==> config.mk <==
export PLATFORM = sky130hd
export DESIGN_NAME = fieldbus_mode_dev_flat
export DESIGN_NICKNAME = d
export VERILOG_FILES = /design/src/fieldbus_pkg.sv /design/src/fieldbus_link_if.sv /design/src/status_indicator.sv /design/src/fieldbus_mode_dev.sv /design/src/flat_wrapper.sv
export SDC_FILE = /design/constraint.sdc
export NUM_CORES = 1
export LEC_CHECK = 0
export BUFFER_PORTS_ARGS = -buffer_cell sky130_fd_sc_hd__buf_2
export CAP_MARGIN = 20
export CORE_UTILIZATION = 55
export DETAILED_ROUTE_END_ITERATION = 10
export HOLD_SLACK_MARGIN = 0.05
export PLACE_DENSITY = 0.76
export SYNTH_ARGS = -nofsm -noshare
export SYNTH_HDL_FRONTEND = slang
export SYNTH_HIERARCHICAL = 1
export SYNTH_SLANG_ARGS = --single-unit
==> constraint.sdc <==
create_clock -name pclk -period 4.79 [get_ports pclk]
set_clock_uncertainty 0.1 [all_clocks]
set_input_delay 0.7185 -clock pclk [delete_from_list [all_inputs] [get_ports pclk]]
set_output_delay 0.7185 -clock pclk [all_outputs]
set_load 0.03 [all_outputs]
==> src/fieldbus_pkg.sv <==
// How it works
// - Default indicator shows standard device health
// - Fixed mode holds one chosen colour
// - Off mode keeps indicator always dark
// - Description holds at most 19 characters
// - Unique name change breaks links; relink
// - Bit rate defaults to 500 kbit/s
// - All participants must share one bit rate
// - New bit rate applies after restart
// - Vendor bus node address defaults to 30
// - Integrator gives every CANopen node distinct address
// - New node address applies after restart
// - Mode standalone, vendor or CANopen; variant default
// - Vendor mode without bus raises lost error
// - Standalone mode raises no bus error
// - Vendor mode goes Operational, sends process data
// - CANopen stays Pre-op until master commands
// - Standalone stays Pre-op, sends no process data
// - Standalone keeps configuration channel working
package fieldbus_pkg;

  // ****************************************
  // Modes and states
  // ****************************************
  typedef enum logic [1:0] {
    MODE_STANDALONE = 2'b00,
    MODE_VENDOR = 2'b01,
    MODE_CANOPEN = 2'b10
  } bus_mode_t;

  typedef enum logic [0:0] {
    NET_PREOP = 1'b0,
    NET_OPERATIONAL = 1'b1
  } net_state_t;

  typedef enum logic [1:0] {
    IND_HEALTH = 2'b00,
    IND_FIXED = 2'b01,
    IND_OFF = 2'b10
  } ind_mode_t;

  typedef enum logic [1:0] {
    LINK_DOWN = 2'b00,
    LINK_UP = 2'b01,
    LINK_RESTORE = 2'b10
  } link_state_t;

  // ****************************************
  // Widths and codes
  // ****************************************
  localparam int MODE_W = 2;
  localparam int RATE_W = 3;
  localparam int ADDR_W = 7;
  localparam int IND_W = 2;
  localparam int COLOUR_W = 3;
  localparam int HEALTH_W = 2;
  localparam int DESC_LEN = 19;
  localparam int IDX_W = 5;
  localparam int CHAR_W = 8;
  localparam int DATA_W = 32;
  localparam int PADDR_W = 8;

  localparam logic [RATE_W-1:0] RATE_125K = 3'h0;
  localparam logic [RATE_W-1:0] RATE_250K = 3'h1;
  localparam logic [RATE_W-1:0] RATE_500K = 3'h2;
  localparam logic [RATE_W-1:0] RATE_1000K = 3'h3;
  localparam logic [RATE_W-1:0] RATE_RESET = RATE_500K;
  localparam logic [ADDR_W-1:0] ADDR_RESET = 7'h1e;

  localparam logic [COLOUR_W-1:0] LED_DARK = 3'h0;
  localparam logic [COLOUR_W-1:0] LED_BLUE = 3'h1;
  localparam logic [COLOUR_W-1:0] LED_GREEN = 3'h2;
  localparam logic [COLOUR_W-1:0] LED_RED = 3'h4;
  localparam logic [COLOUR_W-1:0] LED_YELLOW = 3'h6;
  localparam logic [COLOUR_W-1:0] COLOUR_RESET = LED_GREEN;

  localparam logic [HEALTH_W-1:0] HEALTH_OK = 2'h0;
  localparam logic [HEALTH_W-1:0] HEALTH_MAINT = 2'h1;
  localparam logic [HEALTH_W-1:0] HEALTH_SPEC = 2'h2;

  // ****************************************
  // Register map
  // ****************************************
  localparam logic [PADDR_W-1:0] OFF_CTRL = 8'h00;
  localparam logic [PADDR_W-1:0] OFF_CFG = 8'h04;
  localparam logic [PADDR_W-1:0] OFF_UNAME = 8'h08;
  localparam logic [PADDR_W-1:0] OFF_DESC_IDX = 8'h0c;
  localparam logic [PADDR_W-1:0] OFF_DESC_DATA = 8'h10;
  localparam logic [PADDR_W-1:0] OFF_STATUS = 8'h14;
  localparam logic [PADDR_W-1:0] OFF_IRQ_STAT = 8'h18;
  localparam logic [PADDR_W-1:0] OFF_IRQ_MASK = 8'h1c;

  localparam int CTRL_RESTART_BIT = 0;
  localparam int CFG_MODE_LSB = 0;
  localparam int CFG_RATE_LSB = 4;
  localparam int CFG_ADDR_LSB = 8;
  localparam int CFG_IND_LSB = 16;
  localparam int CFG_COLOUR_LSB = 20;
  localparam int ST_OPER_BIT = 16;
  localparam int ST_PDO_BIT = 17;
  localparam int ST_LOST_BIT = 18;
  localparam int ST_BROKEN_BIT = 19;

  localparam int IRQ_W = 3;
  localparam int IRQ_LOST = 0;
  localparam int IRQ_NAME = 1;
  localparam int IRQ_OPER = 2;
  localparam logic [DATA_W-1:0] UNAME_RESET = 32'h00000000;

endpackage : fieldbus_pkg

==> src/fieldbus_link_if.sv <==
`timescale 1ns/100ps
`default_nettype none
interface fieldbus_link_if;
  logic bus_present;
  logic op_cmd;
  logic relink;
  logic [fieldbus_pkg::RATE_W-1:0] dev_rate;
  logic [fieldbus_pkg::ADDR_W-1:0] dev_addr;
  logic dev_operational;
  logic name_chg;
  logic pdo_valid;
  logic [fieldbus_pkg::DATA_W-1:0] pdo_data;

  modport dev (
    input bus_present, op_cmd, relink,
    output dev_rate, dev_addr, dev_operational, name_chg, pdo_valid, pdo_data
  );
  modport master (
    output bus_present, op_cmd, relink,
    input dev_rate, dev_addr, dev_operational, name_chg, pdo_valid, pdo_data
  );
endinterface : fieldbus_link_if
`default_nettype wire

==> src/status_indicator.sv <==
`timescale 1ns/100ps
`default_nettype none
module status_indicator (
  // Clock and reset
  input wire logic pclk,
  input wire logic presetn,
  // Settings and health
  input wire fieldbus_pkg::ind_mode_t ind_mode,
  input wire logic [fieldbus_pkg::COLOUR_W-1:0] colour,
  input wire logic [fieldbus_pkg::HEALTH_W-1:0] health,
  // Indicator
  output logic [fieldbus_pkg::COLOUR_W-1:0] led_rgb
);
  logic [fieldbus_pkg::COLOUR_W-1:0] led_r;
  logic [fieldbus_pkg::COLOUR_W-1:0] led_nxt;

  always_comb begin
    case (ind_mode)
      fieldbus_pkg::IND_HEALTH: begin
        case (health)
          fieldbus_pkg::HEALTH_OK: led_nxt = fieldbus_pkg::LED_GREEN;
          fieldbus_pkg::HEALTH_MAINT: led_nxt = fieldbus_pkg::LED_BLUE;
          fieldbus_pkg::HEALTH_SPEC: led_nxt = fieldbus_pkg::LED_YELLOW;
          default: led_nxt = fieldbus_pkg::LED_RED;
        endcase
      end
      fieldbus_pkg::IND_FIXED: led_nxt = colour;
      fieldbus_pkg::IND_OFF: led_nxt = fieldbus_pkg::LED_DARK;
      default: led_nxt = fieldbus_pkg::LED_DARK;
    endcase
  end

  always_ff @(posedge pclk or negedge presetn) begin
    if (!presetn) begin
      led_r <= fieldbus_pkg::LED_DARK;
    end else begin
      led_r <= led_nxt;
    end
  end

  assign led_rgb = led_r;
endmodule : status_indicator
`default_nettype wire

==> src/fieldbus_mode_dev.sv <==
// The implementer's own choices: the APB register port and the address map.
`timescale 1ns/100ps
`default_nettype none
module fieldbus_mode_dev #(
  parameter bit LARGE_CONNECTOR = 1'b1
) (
  // Clock and reset
  input wire logic pclk,
  input wire logic presetn,
  // APB slave
  input wire logic psel,
  input wire logic penable,
  input wire logic pwrite,
  input wire logic [fieldbus_pkg::PADDR_W-1:0] paddr,
  input wire logic [fieldbus_pkg::DATA_W-1:0] pwdata,
  output logic [fieldbus_pkg::DATA_W-1:0] prdata,
  output logic pready,
  output logic pslverr,
  // Fieldbus link
  fieldbus_link_if.dev link,
  // Device side
  input wire logic [fieldbus_pkg::HEALTH_W-1:0] health,
  input wire logic pdo_in_valid,
  input wire logic [fieldbus_pkg::DATA_W-1:0] pdo_in_data,
  output logic [fieldbus_pkg::COLOUR_W-1:0] led_rgb,
  output logic irq
);
  // Variant picks the power-up mode
  localparam fieldbus_pkg::bus_mode_t MODE_RESET =
    LARGE_CONNECTOR ? fieldbus_pkg::MODE_STANDALONE : fieldbus_pkg::MODE_VENDOR;
  localparam logic [fieldbus_pkg::IDX_W-1:0] DESC_LAST = fieldbus_pkg::IDX_W'(fieldbus_pkg::DESC_LEN - 1);

  // ****************************************
  // APB decode
  // ****************************************
  logic setup_rd;
  logic acc_wr;
  logic acc_rd;
  logic mapped;
  logic restart;
  assign setup_rd = psel & ~penable & ~pwrite;
  assign acc_wr = psel & penable & pwrite;
  assign acc_rd = psel & penable & ~pwrite;
  assign restart = acc_wr & (paddr == fieldbus_pkg::OFF_CTRL) & pwdata[fieldbus_pkg::CTRL_RESTART_BIT];

  always_comb begin
    case (paddr)
      fieldbus_pkg::OFF_CTRL, fieldbus_pkg::OFF_CFG, fieldbus_pkg::OFF_UNAME, fieldbus_pkg::OFF_DESC_IDX,
      fieldbus_pkg::OFF_DESC_DATA, fieldbus_pkg::OFF_STATUS, fieldbus_pkg::OFF_IRQ_STAT,
      fieldbus_pkg::OFF_IRQ_MASK: mapped = 1'b1;
      default: mapped = 1'b0;
    endcase
  end

  // No wait states; the bus stays usable in every mode
  assign pready = 1'b1;
  assign pslverr = psel & penable & ~mapped;

  // ****************************************
  // Configuration registers
  // ****************************************
  fieldbus_pkg::bus_mode_t mode_p_r, mode_p_nxt, mode_a_r, mode_a_nxt;
  fieldbus_pkg::ind_mode_t ind_r, ind_nxt;
  logic [fieldbus_pkg::RATE_W-1:0] rate_p_r, rate_p_nxt, rate_a_r, rate_a_nxt;
  logic [fieldbus_pkg::ADDR_W-1:0] addr_p_r, addr_p_nxt, addr_a_r, addr_a_nxt;
  logic [fieldbus_pkg::COLOUR_W-1:0] colour_r, colour_nxt;
  logic [fieldbus_pkg::DATA_W-1:0] uname_r, uname_nxt;
  logic [fieldbus_pkg::IDX_W-1:0] idx_r, idx_nxt;
  logic name_chg_r, name_chg_nxt;
  logic [fieldbus_pkg::MODE_W-1:0] w_mode;
  logic [fieldbus_pkg::IND_W-1:0] w_ind;
  logic [fieldbus_pkg::RATE_W-1:0] w_rate;
  logic desc_we;

  assign w_mode = pwdata[fieldbus_pkg::CFG_MODE_LSB +: fieldbus_pkg::MODE_W];
  assign w_ind = pwdata[fieldbus_pkg::CFG_IND_LSB +: fieldbus_pkg::IND_W];
  assign w_rate = pwdata[fieldbus_pkg::CFG_RATE_LSB +: fieldbus_pkg::RATE_W];
  assign desc_we = acc_wr & (paddr == fieldbus_pkg::OFF_DESC_DATA) & (idx_r <= DESC_LAST);

  always_comb begin
    mode_p_nxt = mode_p_r;
    rate_p_nxt = rate_p_r;
    addr_p_nxt = addr_p_r;
    ind_nxt = ind_r;
    colour_nxt = colour_r;
    uname_nxt = uname_r;
    idx_nxt = idx_r;
    name_chg_nxt = 1'b0;
    // Active settings move only on restart
    mode_a_nxt = restart ? mode_p_r : mode_a_r;
    rate_a_nxt = restart ? rate_p_r : rate_a_r;
    addr_a_nxt = restart ? addr_p_r : addr_a_r;
    if (acc_wr && paddr == fieldbus_pkg::OFF_CFG) begin
      // Unknown codes keep the old setting
      if (w_mode != 2'h3) begin
        mode_p_nxt = fieldbus_pkg::bus_mode_t'(w_mode);
      end
      if (w_rate <= fieldbus_pkg::RATE_1000K) begin
        rate_p_nxt = w_rate;
      end
      if (w_ind != 2'h3) begin
        ind_nxt = fieldbus_pkg::ind_mode_t'(w_ind);
      end
      addr_p_nxt = pwdata[fieldbus_pkg::CFG_ADDR_LSB +: fieldbus_pkg::ADDR_W];
      colour_nxt = pwdata[fieldbus_pkg::CFG_COLOUR_LSB +: fieldbus_pkg::COLOUR_W];
    end
    if (acc_wr && paddr == fieldbus_pkg::OFF_UNAME) begin
      uname_nxt = pwdata;
      name_chg_nxt = (pwdata != uname_r);
    end
    if (acc_wr && paddr == fieldbus_pkg::OFF_DESC_IDX) begin
      idx_nxt = pwdata[fieldbus_pkg::IDX_W-1:0];
    end else if (desc_we) begin
      idx_nxt = idx_r + 1'b1;
    end
  end

  always_ff @(posedge pclk or negedge presetn) begin
    if (!presetn) begin
      mode_p_r <= MODE_RESET;
      mode_a_r <= MODE_RESET;
      rate_p_r <= fieldbus_pkg::RATE_RESET;
      rate_a_r <= fieldbus_pkg::RATE_RESET;
      addr_p_r <= fieldbus_pkg::ADDR_RESET;
      addr_a_r <= fieldbus_pkg::ADDR_RESET;
      ind_r <= fieldbus_pkg::IND_HEALTH;
      colour_r <= fieldbus_pkg::COLOUR_RESET;
      uname_r <= fieldbus_pkg::UNAME_RESET;
      idx_r <= '0;
      name_chg_r <= 1'b0;
    end else begin
      mode_p_r <= mode_p_nxt;
      mode_a_r <= mode_a_nxt;
      rate_p_r <= rate_p_nxt;
      rate_a_r <= rate_a_nxt;
      addr_p_r <= addr_p_nxt;
      addr_a_r <= addr_a_nxt;
      ind_r <= ind_nxt;
      colour_r <= colour_nxt;
      uname_r <= uname_nxt;
      idx_r <= idx_nxt;
      name_chg_r <= name_chg_nxt;
    end
  end

  // ****************************************
  // Description store
  // ****************************************
  logic [fieldbus_pkg::CHAR_W-1:0] desc_r [fieldbus_pkg::DESC_LEN];

  for (genvar i = 0; i < fieldbus_pkg::DESC_LEN; i++) begin : g_desc
    logic [fieldbus_pkg::CHAR_W-1:0] char_nxt;
    always_comb begin
      char_nxt = (desc_we && idx_r == i) ? pwdata[fieldbus_pkg::CHAR_W-1:0] : desc_r[i];
    end
    always_ff @(posedge pclk or negedge presetn) begin
      if (!presetn) begin
        desc_r[i] <= '0;
      end else begin
        desc_r[i] <= char_nxt;
      end
    end
  end

  // ****************************************
  // Network state and process data
  // ****************************************
  fieldbus_pkg::net_state_t net_r, net_nxt;
  logic lost_err;
  logic broken_r, broken_nxt;
  logic pdo_valid_r, pdo_valid_nxt;
  logic [fieldbus_pkg::DATA_W-1:0] pdo_data_r, pdo_data_nxt;

  // Standalone never flags a missing bus
  assign lost_err = (mode_a_r == fieldbus_pkg::MODE_VENDOR) & ~link.bus_present;

  always_comb begin
    net_nxt = net_r;
    if (restart) begin
      net_nxt = fieldbus_pkg::NET_PREOP;
    end else begin
      case (mode_a_r)
        fieldbus_pkg::MODE_VENDOR: net_nxt = fieldbus_pkg::NET_OPERATIONAL;
        fieldbus_pkg::MODE_CANOPEN: begin
          if (link.op_cmd) begin
            net_nxt = fieldbus_pkg::NET_OPERATIONAL;
          end
        end
        fieldbus_pkg::MODE_STANDALONE: net_nxt = fieldbus_pkg::NET_PREOP;
        default: net_nxt = fieldbus_pkg::NET_PREOP;
      endcase
    end
    // Relinking peers do not clear a fresh break
    broken_nxt = name_chg_r | (broken_r & ~link.relink);
    pdo_valid_nxt = pdo_in_valid & (net_r == fieldbus_pkg::NET_OPERATIONAL);
    pdo_data_nxt = pdo_valid_nxt ? pdo_in_data : pdo_data_r;
  end

  always_ff @(posedge pclk or negedge presetn) begin
    if (!presetn) begin
      net_r <= fieldbus_pkg::NET_PREOP;
      broken_r <= 1'b0;
      pdo_valid_r <= 1'b0;
      pdo_data_r <= '0;
    end else begin
      net_r <= net_nxt;
      broken_r <= broken_nxt;
      pdo_valid_r <= pdo_valid_nxt;
      pdo_data_r <= pdo_data_nxt;
    end
  end

  assign link.dev_rate = rate_a_r;
  assign link.dev_addr = addr_a_r;
  assign link.dev_operational = (net_r == fieldbus_pkg::NET_OPERATIONAL);
  assign link.name_chg = name_chg_r;
  assign link.pdo_valid = pdo_valid_r;
  assign link.pdo_data = pdo_data_r;

  // ****************************************
  // Interrupts and read data
  // ****************************************
  logic [fieldbus_pkg::IRQ_W-1:0] ist_r, ist_nxt, imask_r, imask_nxt, events;
  logic [fieldbus_pkg::DATA_W-1:0] rdata_r, rdata_nxt, status;

  always_comb begin
    status = '0;
    status[fieldbus_pkg::CFG_MODE_LSB +: fieldbus_pkg::MODE_W] = mode_a_r;
    status[fieldbus_pkg::CFG_RATE_LSB +: fieldbus_pkg::RATE_W] = rate_a_r;
    status[fieldbus_pkg::CFG_ADDR_LSB +: fieldbus_pkg::ADDR_W] = addr_a_r;
    status[fieldbus_pkg::ST_OPER_BIT] = (net_r == fieldbus_pkg::NET_OPERATIONAL);
    status[fieldbus_pkg::ST_PDO_BIT] = (net_r == fieldbus_pkg::NET_OPERATIONAL);
    status[fieldbus_pkg::ST_LOST_BIT] = lost_err;
    status[fieldbus_pkg::ST_BROKEN_BIT] = broken_r;
    events = '0;
    events[fieldbus_pkg::IRQ_LOST] = lost_err;
    events[fieldbus_pkg::IRQ_NAME] = name_chg_r;
    events[fieldbus_pkg::IRQ_OPER] = (net_nxt == fieldbus_pkg::NET_OPERATIONAL) &
                                     (net_r == fieldbus_pkg::NET_PREOP);
    // Only bits already returned are cleared, so a new event wins
    ist_nxt = ist_r | events;
    if (acc_rd && paddr == fieldbus_pkg::OFF_IRQ_STAT) begin
      ist_nxt = (ist_r & ~rdata_r[fieldbus_pkg::IRQ_W-1:0]) | events;
    end
    imask_nxt = (acc_wr && paddr == fieldbus_pkg::OFF_IRQ_MASK) ? pwdata[fieldbus_pkg::IRQ_W-1:0] : imask_r;
    rdata_nxt = rdata_r;
    if (setup_rd) begin
      rdata_nxt = '0;
      case (paddr)
        fieldbus_pkg::OFF_CFG: begin
          rdata_nxt[fieldbus_pkg::CFG_MODE_LSB +: fieldbus_pkg::MODE_W] = mode_p_r;
          rdata_nxt[fieldbus_pkg::CFG_RATE_LSB +: fieldbus_pkg::RATE_W] = rate_p_r;
          rdata_nxt[fieldbus_pkg::CFG_ADDR_LSB +: fieldbus_pkg::ADDR_W] = addr_p_r;
          rdata_nxt[fieldbus_pkg::CFG_IND_LSB +: fieldbus_pkg::IND_W] = ind_r;
          rdata_nxt[fieldbus_pkg::CFG_COLOUR_LSB +: fieldbus_pkg::COLOUR_W] = colour_r;
        end
        fieldbus_pkg::OFF_UNAME: rdata_nxt = uname_r;
        fieldbus_pkg::OFF_DESC_IDX: rdata_nxt[fieldbus_pkg::IDX_W-1:0] = idx_r;
        fieldbus_pkg::OFF_DESC_DATA: begin
          if (idx_r <= DESC_LAST) begin
            rdata_nxt[fieldbus_pkg::CHAR_W-1:0] = desc_r[idx_r];
          end
        end
        fieldbus_pkg::OFF_STATUS: rdata_nxt = status;
        fieldbus_pkg::OFF_IRQ_STAT: rdata_nxt[fieldbus_pkg::IRQ_W-1:0] = ist_r;
        fieldbus_pkg::OFF_IRQ_MASK: rdata_nxt[fieldbus_pkg::IRQ_W-1:0] = imask_r;
        default: rdata_nxt = '0;
      endcase
    end
  end

  always_ff @(posedge pclk or negedge presetn) begin
    if (!presetn) begin
      ist_r <= '0;
      imask_r <= '0;
      rdata_r <= '0;
    end else begin
      ist_r <= ist_nxt;
      imask_r <= imask_nxt;
      rdata_r <= rdata_nxt;
    end
  end

  assign prdata = rdata_r;
  assign irq = |(ist_r & imask_r);

  status_indicator u_indicator (
    .pclk(pclk),
    .presetn(presetn),
    .ind_mode(ind_r),
    .colour(colour_r),
    .health(health),
    .led_rgb(led_rgb)
  );
endmodule : fieldbus_mode_dev
`default_nettype wire

==> src/flat_wrapper.sv <==
// flat-port wrapper written by rule: the top's interface ports become plain ports
module fieldbus_mode_dev_flat 
#(
  parameter bit LARGE_CONNECTOR = 1'b1
)
  (pclk, presetn, psel, penable, pwrite, paddr, pwdata, prdata, pready, pslverr, health, pdo_in_valid, pdo_in_data, led_rgb, irq, link_bus_present, link_op_cmd, link_relink, link_dev_rate, link_dev_addr, link_dev_operational, link_name_chg, link_pdo_valid, link_pdo_data);
  fieldbus_link_if link_i ();
  input wire logic pclk;
  input wire logic presetn;
  input wire logic psel;
  input wire logic penable;
  input wire logic pwrite;
  input wire logic [fieldbus_pkg::PADDR_W-1:0] paddr;
  input wire logic [fieldbus_pkg::DATA_W-1:0] pwdata;
  output logic [fieldbus_pkg::DATA_W-1:0] prdata;
  output logic pready;
  output logic pslverr;
  input wire logic [fieldbus_pkg::HEALTH_W-1:0] health;
  input wire logic pdo_in_valid;
  input wire logic [fieldbus_pkg::DATA_W-1:0] pdo_in_data;
  output logic [fieldbus_pkg::COLOUR_W-1:0] led_rgb;
  output logic irq;
  input wire logic [$bits(link_i.bus_present)-1:0] link_bus_present;
  input wire logic [$bits(link_i.op_cmd)-1:0] link_op_cmd;
  input wire logic [$bits(link_i.relink)-1:0] link_relink;
  output wire logic [$bits(link_i.dev_rate)-1:0] link_dev_rate;
  output wire logic [$bits(link_i.dev_addr)-1:0] link_dev_addr;
  output wire logic [$bits(link_i.dev_operational)-1:0] link_dev_operational;
  output wire logic [$bits(link_i.name_chg)-1:0] link_name_chg;
  output wire logic [$bits(link_i.pdo_valid)-1:0] link_pdo_valid;
  output wire logic [$bits(link_i.pdo_data)-1:0] link_pdo_data;
  assign link_i.bus_present = link_bus_present;
  assign link_i.op_cmd = link_op_cmd;
  assign link_i.relink = link_relink;
  assign link_dev_rate = link_i.dev_rate;
  assign link_dev_addr = link_i.dev_addr;
  assign link_dev_operational = link_i.dev_operational;
  assign link_name_chg = link_i.name_chg;
  assign link_pdo_valid = link_i.pdo_valid;
  assign link_pdo_data = link_i.pdo_data;
  fieldbus_mode_dev #(.LARGE_CONNECTOR(LARGE_CONNECTOR)) u_core (.pclk(pclk), .presetn(presetn), .psel(psel), .penable(penable), .pwrite(pwrite), .paddr(paddr), .pwdata(pwdata), .prdata(prdata), .pready(pready), .pslverr(pslverr), .link(link_i), .health(health), .pdo_in_valid(pdo_in_valid), .pdo_in_data(pdo_in_data), .led_rgb(led_rgb), .irq(irq));
endmodule
==> results by group, run 1 <==
Finish
  – Nets: 1263
  – Commonest non-fill, non-tap cell in the layout: dfrtp_1
  – Commonest non-fill, non-tap cells in the layout: dfrtp_1, mux2_2, buf_2
  – Share of layout cells above drive strength 1: 0.462
  – P&R area growth vs syn: 15.7%
  – Antenna diodes: 0

Clock network
  – Total CTS buffers: 30
  – Post-CTS setup buffers: 0
  – Clk pin slew, worst setup/hold paths: 60 ps
  – Longest Clk Path Bufs: 3
  – Clk root buf: clkbuf_16
  – PostCTS Resize Cnt: 0
  – Clock sinks: 295
  – Hold-fix buffer count after cts: 0
  – Clk_lat worst skew: 540 ps
  – CTS tree: done
  – CTS H-Tree Depth: 1

Pwr
  – Reg power frac: 0.484
  – Gate power share: 0.051
  – Pwr/cell area: 329 mW/mm^2
  – Switching share of power: 0.217
  – Maximum VDD drop: 554 uV
  – Tot Pwr: 5230 uW
  – Lkg Pwr: 0.00788 uW
  – Internal power: 4100 uW
  – NetSw: 1140 uW
  – Part of the power in the clock network: 0.465

Timing
  – Final setup violating endpoints: 0
  – Worst Max-Slew Pin Slew: 1080 ps
  – RSZ-0062 raised after global routing: no
  – Final Hold Vio Count: 0
  – Tmin final: 3500 ps
  – Crit share post-route: 0.731
  – Max frequency: 285 MHz
  – Slew Limit Headroom: 0.276
  – Hold slack final: 132 ps
  – Fin. max-slew vios: 0
  – Setup TNS: 0 ps

Worst setup path
  – Worst path slowest cell: and4_1
  – Crit end category: flop
  – Crit path DAT: 3830 ps
  – Crit path required time: 5120 ps
  – Worst R2R Setup Slack: 1290 ps
  – Critical Path Fanout Max: 12
  – Crit path cell chain: inv_1 > ha_1 > nor2b_1 > o31ai_1 > and4_1 > buf_4 > nand4b_2 > mux2_2
  – Max stage delay on crit path: 590 ps
  – Critical register-to-register path endpoint: u_core/desc_r[115]
  – Reg2reg start: u_core/idx_r[0]
  – Setup crit start kind: flop
  – R2R depth: 8
  – CP Launch Point: u_core/idx_r[0]
  – WS Path Type: reg2reg

Routing
  – Vias: 9057
  – 1st-iter DRT viols: 741
  – Drt via density: 5.95
  – WL/cell: 21.0 microns
  – Drt first pass iters: 5
  – Detail Route Antenna Nets: 0
  – Final WL: 32.0 mm
  – DRC: 0

Floorplanning
  – Initial Util: 0.563
  – FP Rows: 57
  – Total Die Area: 0.0257 sq mm
  – I/O pin count: 166
  – Die width: 160 microns
  – Core area: 0.0245 sq mm
  – Die height: 160 microns

Synth
  – Synth Area in XOR/XNOR: 0.0223
  – Top_reg_cell synth: dfrtp_1
  – Fraction of synthesized area in multiplexers: 0.273
  – Seq/Total Area, Yosys: 0.537
  – Avg Cell Area, Syn: 13.4 sq um
  – Post-Syn Nets: 1121
  – Gate Count Post-Synth: 1031
  – EDFF count, synth: 0
  – Ys Warns: 6
  – #FFs+latches synth: 295
  – Main combinational cell family by area after synthesis: multiplexers
  – Synth Area in Simple Gates: 0.0883
  – Synth Area in Compound Gates: 0.0480
  – Mapped Area: 0.0138 sq mm
  – Yosys cell types: 69
  – Ys async rst share: 1.00
  – Synth Area in Adders: 0.00636

Worst hold path
  – Hold Path Class: in2async

Global route
  – Total track usage: 0.257
  – Initial antenna violation count: 0
  – First-pass GRT wire length: 51.8 mm
  – Largest net degree at the start of global routing: 135
  – Vias in the first global route: 9246
  – Grt total ovfl: 0

Run
  – MaxCap Viol Count: 0

Placed design
  – DP HPWL: 21.3 mm
  – GP Congestion: 0.907
  – Buffers on Ports: 164

Run status
  – Status: finished clean
## power by group through the flow
stage	sequential [uW]	combinational (uW)	clock, uW
after global routing	2530	294	2600
after detailed placement	2580	270	0
after CTS	2530	271	2480
final	2530	268	2440
after global placement	2580	267	0
after floorplan	2600	98.3	0
## cells by family after synthesis
kind of cell    Yosys count
mux                     302
flops                   295
simple gates            216
compound gates           93
buf+inv                  82
xor+xnor                 35
fa+ha+maj                 7
other cells               1
## registers in the layout (all words and copies together), names as in the netlist, 3 cells and up
name,count
u_core/desc_r,152
u_core/idx_r,5
u_core/link.pdo_data,32
u_core/u_indicator/led_rgb,3
u_core/uname_r,32
u_core/prdata,32
u_core/addr_p_r,7
u_core/link.dev_rate,3
u_core/imask_r,3
u_core/colour_r,3
u_core/ist_r,3
u_core/rate_p_r,3
u_core/link.dev_addr,7
## Yosys cell counts, drive strengths merged, types with 3 or more instances
master | count | share of area
a2111oi | 3 | 0.0019
a211oi | 4 | 0.0022
a21o | 5 | 0.0027
a21oi | 16 | 0.0058
a221oi | 5 | 0.0032
a22o | 10 | 0.0064
a22oi | 11 | 0.0060
and3 | 5 | 0.0023
and4 | 4 | 0.0025
buf | 29 | 0.011
clkbuf | 41 | 0.011
dfrtp | 284 | 0.52
dfstp | 11 | 0.021
ha | 7 | 0.0064
inv | 11 | 0.0030
mux2 | 244 | 0.20
mux2i | 24 | 0.017
mux4 | 34 | 0.056
nand2 | 91 | 0.025
nand3 | 18 | 0.0076
nand4 | 18 | 0.012
nor2 | 37 | 0.010
nor2b | 7 | 0.0032
nor3 | 10 | 0.0089
nor4 | 10 | 0.0065
o211ai | 4 | 0.0022
o21ai | 16 | 0.0058
o22a | 4 | 0.0025
xnor2 | 34 | 0.022
## worst max-delay path, delay by kind of cell, from the launching register on
kind                     cells  cell delay, ps
AND/OR/NAND/NOR              3             980
buffers and inverters        2             590
adder cells (fa/ha/maj)      1             480
AO/OA/AOI/OAI                1             450
flip-flops                   1             400
multiplexers                 1             390
## area by class of cell
type / count / area, sq um
timing repair buffer: 180 / 976
inverter: 12 / 45.0
multi-input combinational: 654 / 6030
clock buffer: 49 / 983
fill: 1825 / 8530
tap: 324 / 405
clock inverter: 7 / 87.6
sequential: 295 / 7400
## layer usage
layer,global-route usage,share of wire,up-vias
li1,-,-,4028
met1,0.361,0.44,4653
met2,0.413,0.48,316
met3,0.0413,0.061,60
met4,0.0775,0.026,0
met5,0,0,-
## worst max path at each step
stage,end,slack [ps],depth (start not counted)
3_5_place_dp,u_core/desc_r[103],1280,7
3_3_place_gp,u_core/desc_r[111],1360,7
4_1_cts,u_core/desc_r[115],1320,8
6_report,u_core/desc_r[115],1290,8
2_1_floorplan,u_core/desc_r[80],1450,12
5_1_grt,u_core/desc_r[105],1070,8
## stage by stage
stage / cells / cell area [sq um] / utilization / setup slack (ps)
final: 1521 / 15900 / 0.651 / 1290
after global routing: 1521 / 15900 / 0.651 / 1070
after CTS: 1521 / 15900 / 0.651 / 1320
after detailed placement: 1465 / 14900 / 0.607 / 1280
after global placement: 1465 / 14900 / 0.607 / 1360
after floorplan: 1031 / 13800 / - / 1450
Power figures use the tool's default switching activity.
==> run 2: changes to the inputs <==
Clock period 4.79 ns to 3.3 ns, I/O delays scaled along.
==> run 2 against run 1 <==
  * First-iteration DRC count is 7.6% higher
  * Total power is 42% higher
  * Clock power is 39% higher
  * Flip-flop and latch count is the same
  * Die area stayed put
  * Highest routed layer unchanged
  * Critical path type unchanged
  * Utilization grew 0.40 points
  * Via count rose by 1.1%
==> results by group, run 2 (same netlist as run 1, synthesis figures left out) <==
Clock network
  – Clk pin slew, worst setup/hold paths: 60 ps (about the same)
  – Longest Clk Path Bufs: 3 (unchanged)
  – Clk_lat worst skew: 550 ps (was 540 ps)
  – CTS tree: done (unchanged)
  – Clk root buf: clkbuf_16 (unchanged)
  – Total CTS buffers: 31 (was 30)
  – Clock sinks: 295 (unchanged)
  – CTS H-Tree Depth: 1 (unchanged)
  – Post-CTS setup buffers: 0 (unchanged)

Global route
  – Total track usage: 0.262 (was 0.257)
  – Grt total ovfl: 0 (unchanged)
  – Largest net degree at the start of global routing: 85 (was 135)
  – First-pass GRT wire length: 52.4 mm (was 51.8 mm)
  – Vias in the first global route: 9513 (was 9246)
  – Initial antenna violation count: 1 (was 0)

Worst setup path
  – Worst path slowest cell: nor4b_4 (was and4_1)
  – Crit end category: flop (unchanged)
  – Max stage delay on crit path: 610 ps (was 590 ps)
  – Critical Path Fanout Max: 9 (was 12)
  – Crit path DAT: 3180 ps (was 3830 ps)
  – Crit path required time: 3630 ps (was 5120 ps)
  – CP delay by family, top: simple AND/OR/NAND/NOR gates (unchanged)
  – CP bufs+invs: 2 (unchanged)
  – WS Path Type: reg2reg (unchanged)
  – Setup crit start kind: flop (unchanged)
  – Crit path cell chain: inv_1 > ha_1 > nor2b_1 > o31ai_1 > nand4_1 > buf_4 > nor4b_4 > mux2_2 (was inv_1 > ha_1 > nor2b_1 > o31ai_1 > and4_1 > buf_4 > nand4b_2 > mux2_2)

Routing
  – Vias: 9159 (was 9057)
  – Detail Route Antenna Nets: 0 (unchanged)
  – WL/cell: 21.3 microns (was 21.0 microns)
  – Final WL: 32.9 mm (was 32.0 mm)
  – 1st-iter DRT viols: 797 (was 741)
  – Met2 Wirelength: 15.6 mm (was 15.2 mm)
  – Drt via density: 5.93 (was 5.95)
  – Max Used Layer: met4 (unchanged)
  – Drt first pass iters: 5 (unchanged)
  – M1 wire length: 13.8 mm (was 14.0 mm)
  – Met3 routed WL: 2.18 mm (was 1.94 mm)
  – DRC: 0 (unchanged)

Placed design
  – Post-place setup slack: 230 ps (was 1280 ps)
  – Buffers on Ports: 164 (unchanged)
  – GP Congestion: 0.912 (was 0.907)
  – DP HPWL: 22.0 mm (was 21.3 mm)

Timing
  – Worst Max-Slew Pin Slew: 1010 ps (was 1080 ps)
  – Final setup violating endpoints: 0 (unchanged)
  – Tmin final: 2850 ps (was 3500 ps)
  – Fin. max-slew vios: 0 (unchanged)
  – RSZ-0062 raised after global routing: no (unchanged)
  – Final Hold Vio Count: 0 (unchanged)
  – Hold slack final: 72.0 ps (was 132 ps)
  – Max frequency: 351 MHz (was 285 MHz)
  – Slew Limit Headroom: 0.323 (was 0.276)
  – Crit share post-route: 0.865 (was 0.731)
  – PnR worst setup slack: 447 ps (was 1290 ps)
  – Setup TNS: 0 ps (unchanged)

Pwr
  – Pwr/cell area: 465 mW/mm^2 (was 329 mW/mm^2)
  – Maximum VDD drop: 385 uV (was 554 uV)
  – Lkg Pwr: 0.00795 uW (was 0.00788 uW)

Finish
  – Nets: 1284 (was 1263)
  – Biggest register: u_core/desc_r (unchanged)
  – Commonest non-fill, non-tap cells in the layout: dfrtp_1, mux2_2, buf_2 (unchanged)
  – Share of layout cells above drive strength 1: 0.463 (was 0.462)
  – P&R area growth vs syn: 16.4% (was 15.7%)
  – Max reg flops: 152 (unchanged)
  – Commonest non-fill, non-tap cell in the layout: dfrtp_1 (unchanged)

Floorplanning
  – Initial Util: 0.563 (unchanged)
  – FP Rows: 57 (unchanged)
  – Die height: 160 microns (unchanged)
  – I/O pin count: 166 (unchanged)
  – Core area: 0.0245 sq mm (unchanged)
  – Total Die Area: 0.0257 sq mm (unchanged)
  – Die width: 160 microns (unchanged)

Run
  – MaxCap Viol Count: 0 (unchanged)

Run status
  – Status: finished clean (unchanged)

Worst hold path
  – Hold Path Class: in2reg (was in2async)
[run 2: timing repair]
item,4_1_cts,5_1_grt
gates resized for setup,0,0
endpoints found under the hold margin,70,0
hold buffers,1,0
[run 2: path summary, 6_finish.rpt]
path                                   startpoint                  endpoint  slack, ps  cells past startpoint
worst max-delay path              u_core/idx_r[0]         u_core/desc_r[87]        450                      8
worst min-delay path              pdo_in_data[29]  u_core/link.pdo_data[29]         70                      2
worst max register to register    u_core/idx_r[0]         u_core/desc_r[87]        450                      8
worst min register to register  u_core/prdata[27]         u_core/prdata[27]        360                      2
max in group asynchronous                 presetn   u_core/link.dev_rate[1]       1850                      3
min in group asynchronous                 presetn        u_core/uname_r[24]        390                      2
[run 2: cell type report]
class / instances / area, sq um
fill: 1837 / 8430
sequential: 295 / 7400
multi-input combinational: 654 / 6030
timing repair buffer: 200 / 1140
clock buffer: 53 / 948
tap: 324 / 405
clock inverter: 5 / 53.8
inverter: 12 / 45.0
antenna: 1 / 2.50
[run 2: per-stage QoR]
stage | total power [uW] | utilization | instances | cell area, sq um
6_report | 7460 | 0.655 | 1544 | 16000
5_1_grt | 7720 | 0.655 | 1544 | 16000
4_1_cts | 7530 | 0.655 | 1543 | 16000
3_5_place_dp | 4140 | 0.614 | 1484 | 15000
3_3_place_gp | 4140 | 0.614 | 1484 | 15000
2_1_floorplan | 3920 | - | 1031 | 13800
[run 2: power by group]
group	switching (uW)	internal, uW	total [uW]
combinational	274	127	401
clock	1370	2010	3380
sequential	23.5	3650	3680
[run 2: layer usage]
| metal | up-vias | track usage |
|---|---|---|
| li1 | 4075 | - |
| met1 | 4629 | 0.349 |
| met2 | 366 | 0.429 |
| met3 | 89 | 0.0473 |
| met4 | 0 | 0.102 |
| met5 | - | 0 |
==> run 3: changes to the inputs <==
Settings changed: CORE_UTILIZATION 55 to 50, PLACE_DENSITY 0.76 to 0.7.
==> run 3 against run 2 <==
  * First-iteration DRC count is 12% lower
  * Register-to-register slack better by 96 ps
  * Combinational power hardly changed
  * Non-clock buffer count is 3 lower
  * Final cell count is 0.65% higher
  * Flip-flop and latch count stayed put
  * Utilization is 5.8 points lower
  * Total power is 1.4% higher
  * Fmax is 3.5% higher
  * Via count is 2.0% lower
  * Highest routed layer is now met5
==> results by group, run 3 (same netlist as run 1, synthesis figures left out) <==
Run status
  – Status: finished clean (unchanged)

Worst setup path
  – Critical register-to-register path endpoint: u_core/desc_r[85] (was u_core/desc_r[87])
  – Critical Path Fanout Max: 9 (unchanged)
  – Setup crit start kind: flop (unchanged)
  – CP delay by family, top: simple AND/OR/NAND/NOR gates (unchanged)
  – Max stage delay on crit path: 560 ps (was 610 ps)
  – Crit path required time: 3630 ps (about the same)
  – CP Launch Point: u_core/idx_r[0] (unchanged)
  – Worst R2R Setup Slack: 540 ps (was 450 ps)
  – R2R depth: 8 (unchanged)
  – Crit end category: flop (unchanged)
  – CP bufs+invs: 2 (unchanged)
  – Reg2reg start: u_core/idx_r[0] (unchanged)
  – Crit path cell chain: inv_1 > ha_1 > nor2b_1 > o31ai_1 > nand4_1 > buf_4 > nor4b_4 > mux2_2 (unchanged)
  – Worst path slowest cell: nor4b_4 (unchanged)
  – Crit path DAT: 3090 ps (was 3180 ps)
  – WS Path Type: reg2reg (unchanged)
  – WP depth: 8 (unchanged)

Global route
  – First-pass GRT wire length: 52.7 mm (was 52.4 mm)
  – Largest net degree at the start of global routing: 74 (was 85)
  – Total track usage: 0.240 (was 0.262)
  – Initial antenna violation count: 1 (unchanged)
  – Grt total ovfl: 0 (unchanged)
  – Vias in the first global route: 9128 (was 9513)

Timing
  – Setup TNS: 0 ps (unchanged)
  – Slew Limit Headroom: 0.282 (was 0.323)
  – Fin. max-slew vios: 0 (unchanged)
  – Worst Max-Slew Pin Slew: 1070 ps (was 1010 ps)
  – RSZ-0062 raised after global routing: no (unchanged)
  – PnR worst setup slack: 543 ps (was 447 ps)
  – Crit share post-route: 0.835 (was 0.865)
  – Final setup violating endpoints: 0 (unchanged)
  – Final Hold Vio Count: 0 (unchanged)
  – Tmin final: 2760 ps (was 2850 ps)
  – Max frequency: 363 MHz (was 351 MHz)

Floorplanning
  – Die height: 168 microns (was 160 microns)
  – Initial Util: 0.511 (was 0.563)
  – FP Rows: 60 (was 57)
  – I/O pin count: 166 (unchanged)
  – Total Die Area: 0.0282 sq mm (was 0.0257 sq mm)
  – Die width: 168 microns (was 160 microns)
  – Core area: 0.0270 sq mm (was 0.0245 sq mm)

Clock network
  – Post-CTS setup buffers: 0 (unchanged)
  – Clk_lat worst skew: 550 ps (about the same)
  – Total CTS buffers: 31 (unchanged)
  – CTS tree: done (unchanged)
  – Clock sinks: 295 (unchanged)
  – Longest Clk Path Bufs: 3 (unchanged)
  – Clk root buf: clkbuf_16 (unchanged)
  – CTS H-Tree Depth: 1 (unchanged)
  – Clk pin slew, worst setup/hold paths: 60 ps (about the same)

Placed design
  – DP HPWL: 22.2 mm (was 22.0 mm)
  – GP Congestion: 0.844 (was 0.912)
  – Buffers on Ports: 164 (unchanged)
  – Dpl cells: 1498 (was 1484)
  – Post-place setup slack: 293 ps (was 230 ps)
  – Post-placement cell area: 0.0151 sq mm (was 0.0150 sq mm)

Routing
  – WL/cell: 21.2 microns (was 21.3 microns)
  – Final WL: 32.9 mm (about the same)
  – DRC: 0 (unchanged)
  – 1st-iter DRT viols: 702 (was 797)
  – Drt via density: 5.77 (was 5.93)
  – Vias: 8974 (was 9159)
  – Drt first pass iters: 5 (unchanged)
  – Detail Route Antenna Nets: 0 (unchanged)

Finish
  – Max reg flops: 152 (unchanged)
  – Commonest non-fill, non-tap cells in the layout: dfrtp_1, mux2_2, buf_2 (unchanged)
  – Biggest register: u_core/desc_r (unchanged)
  – Layout Cells excl Fill: 1554 (was 1544)
  – Nets: 1281 (was 1284)
  – Share of layout cells above drive strength 1: 0.467 (was 0.463)
  – Antenna diodes: 0 (was 1)
  – Design area: 0.0161 sq mm (was 0.0160 sq mm)
  – P&R area growth vs syn: 16.9% (was 16.4%)
  – Commonest non-fill, non-tap cell in the layout: dfrtp_1 (unchanged)

Pwr
  – Maximum VDD drop: 360 uV (was 385 uV)
  – Part of the power in the clock network: 0.460 (was 0.453)
  – Tot Pwr: 7560 uW (was 7460 uW)
  – Pwr/cell area: 469 mW/mm^2 (was 465 mW/mm^2)
  – Reg power frac: 0.487 (was 0.493)
  – Internal power: 5890 uW (was 5790 uW)
  – Switching share of power: 0.220 (was 0.223)
  – Lkg Pwr: 0.00796 uW (was 0.00795 uW)
  – Gate power share: 0.053 (was 0.054)
  – NetSw: 1660 uW (about the same)

Worst hold path
  – Hold-critical path depth: 2 (unchanged)
  – Startpoint of the worst hold path: pdo_in_data[23] (was pdo_in_data[29])
  – Worst hold endpoint: u_core/link.pdo_data[23] (was u_core/link.pdo_data[29])
  – Hold Path Class: in2reg (unchanged)

Run
  – MaxCap Viol Count: 0 (unchanged)
[run 3: cell types whose count changed in the layout (fill, tap and decap cells not counted)]
| cell | previous run | this run |
|---|---|---|
| buf_12 | 3 | 6 |
| buf_4 | 32 | 26 |
| bufinv_16 | 1 | 2 |
| diode_2 | 1 | 0 |
| clkinvlp_4 | 0 | 2 |
| clkbuf_1 | 13 | 6 |
| inv_6 | 1 | 0 |
| clkbuf_8 | 9 | 11 |
[run 3: how the worst max path moves through the flow]
stage / slack (ps) / to
after global placement: 350 / u_core/desc_r[82]
after detailed placement: 290 / u_core/desc_r[85]
final: 540 / u_core/desc_r[85]
after CTS: 540 / u_core/desc_r[85]
after floorplan: 50 / u_core/desc_r[80]
after global routing: 380 / u_core/desc_r[87]
[run 3: power by group through the flow]
| stage | Sequential [uW] | Clock [uW] | Combinational [uW] |
|---|---|---|---|
| finish | 3680 | 3480 | 401 |
| global route | 3680 | 3730 | 441 |
| CTS | 3680 | 3580 | 407 |
| detailed placement | 3740 | 0 | 405 |
| global placement | 3740 | 0 | 401 |
| floorplan | 3770 | 0 | 143 |
[run 3: stage by stage]
step	hold slack, ps	utilization
2_1_floorplan	99.4	-
3_3_place_gp	345	0.558
3_5_place_dp	352	0.558
4_1_cts	52.4	0.597
5_1_grt	54.2	0.597
6_report	76.5	0.597
[run 3: final cells by class]
type / instances / area (sq um)
Fill cell: 2158 / 10900
Clock buffer: 48 / 950
Timing Repair Buffer: 197 / 1160
Clock inverter: 7 / 90.1
Sequential cell: 295 / 7400
Multi-Input combinational cell: 654 / 6030
Tap cell: 341 / 427
Inverter: 12 / 45.0
[run 3: routing by layer]
metal | GRT usage | wire length [microns] | vias up
met2 | 0.387 | 15400 | 268
li1 | - | - | 4076
met1 | 0.340 | 14900 | 4570
met4 | 0.0698 | 832 | 2
met5 | 0 | 13 | -
met3 | 0.0343 | 1790 | 58
[run 3: timing repair]
item / CTS / global route
hold buffers: 1 / 0
endpoints found under the hold margin: 60 / 0
resized for setup: 0 / 0
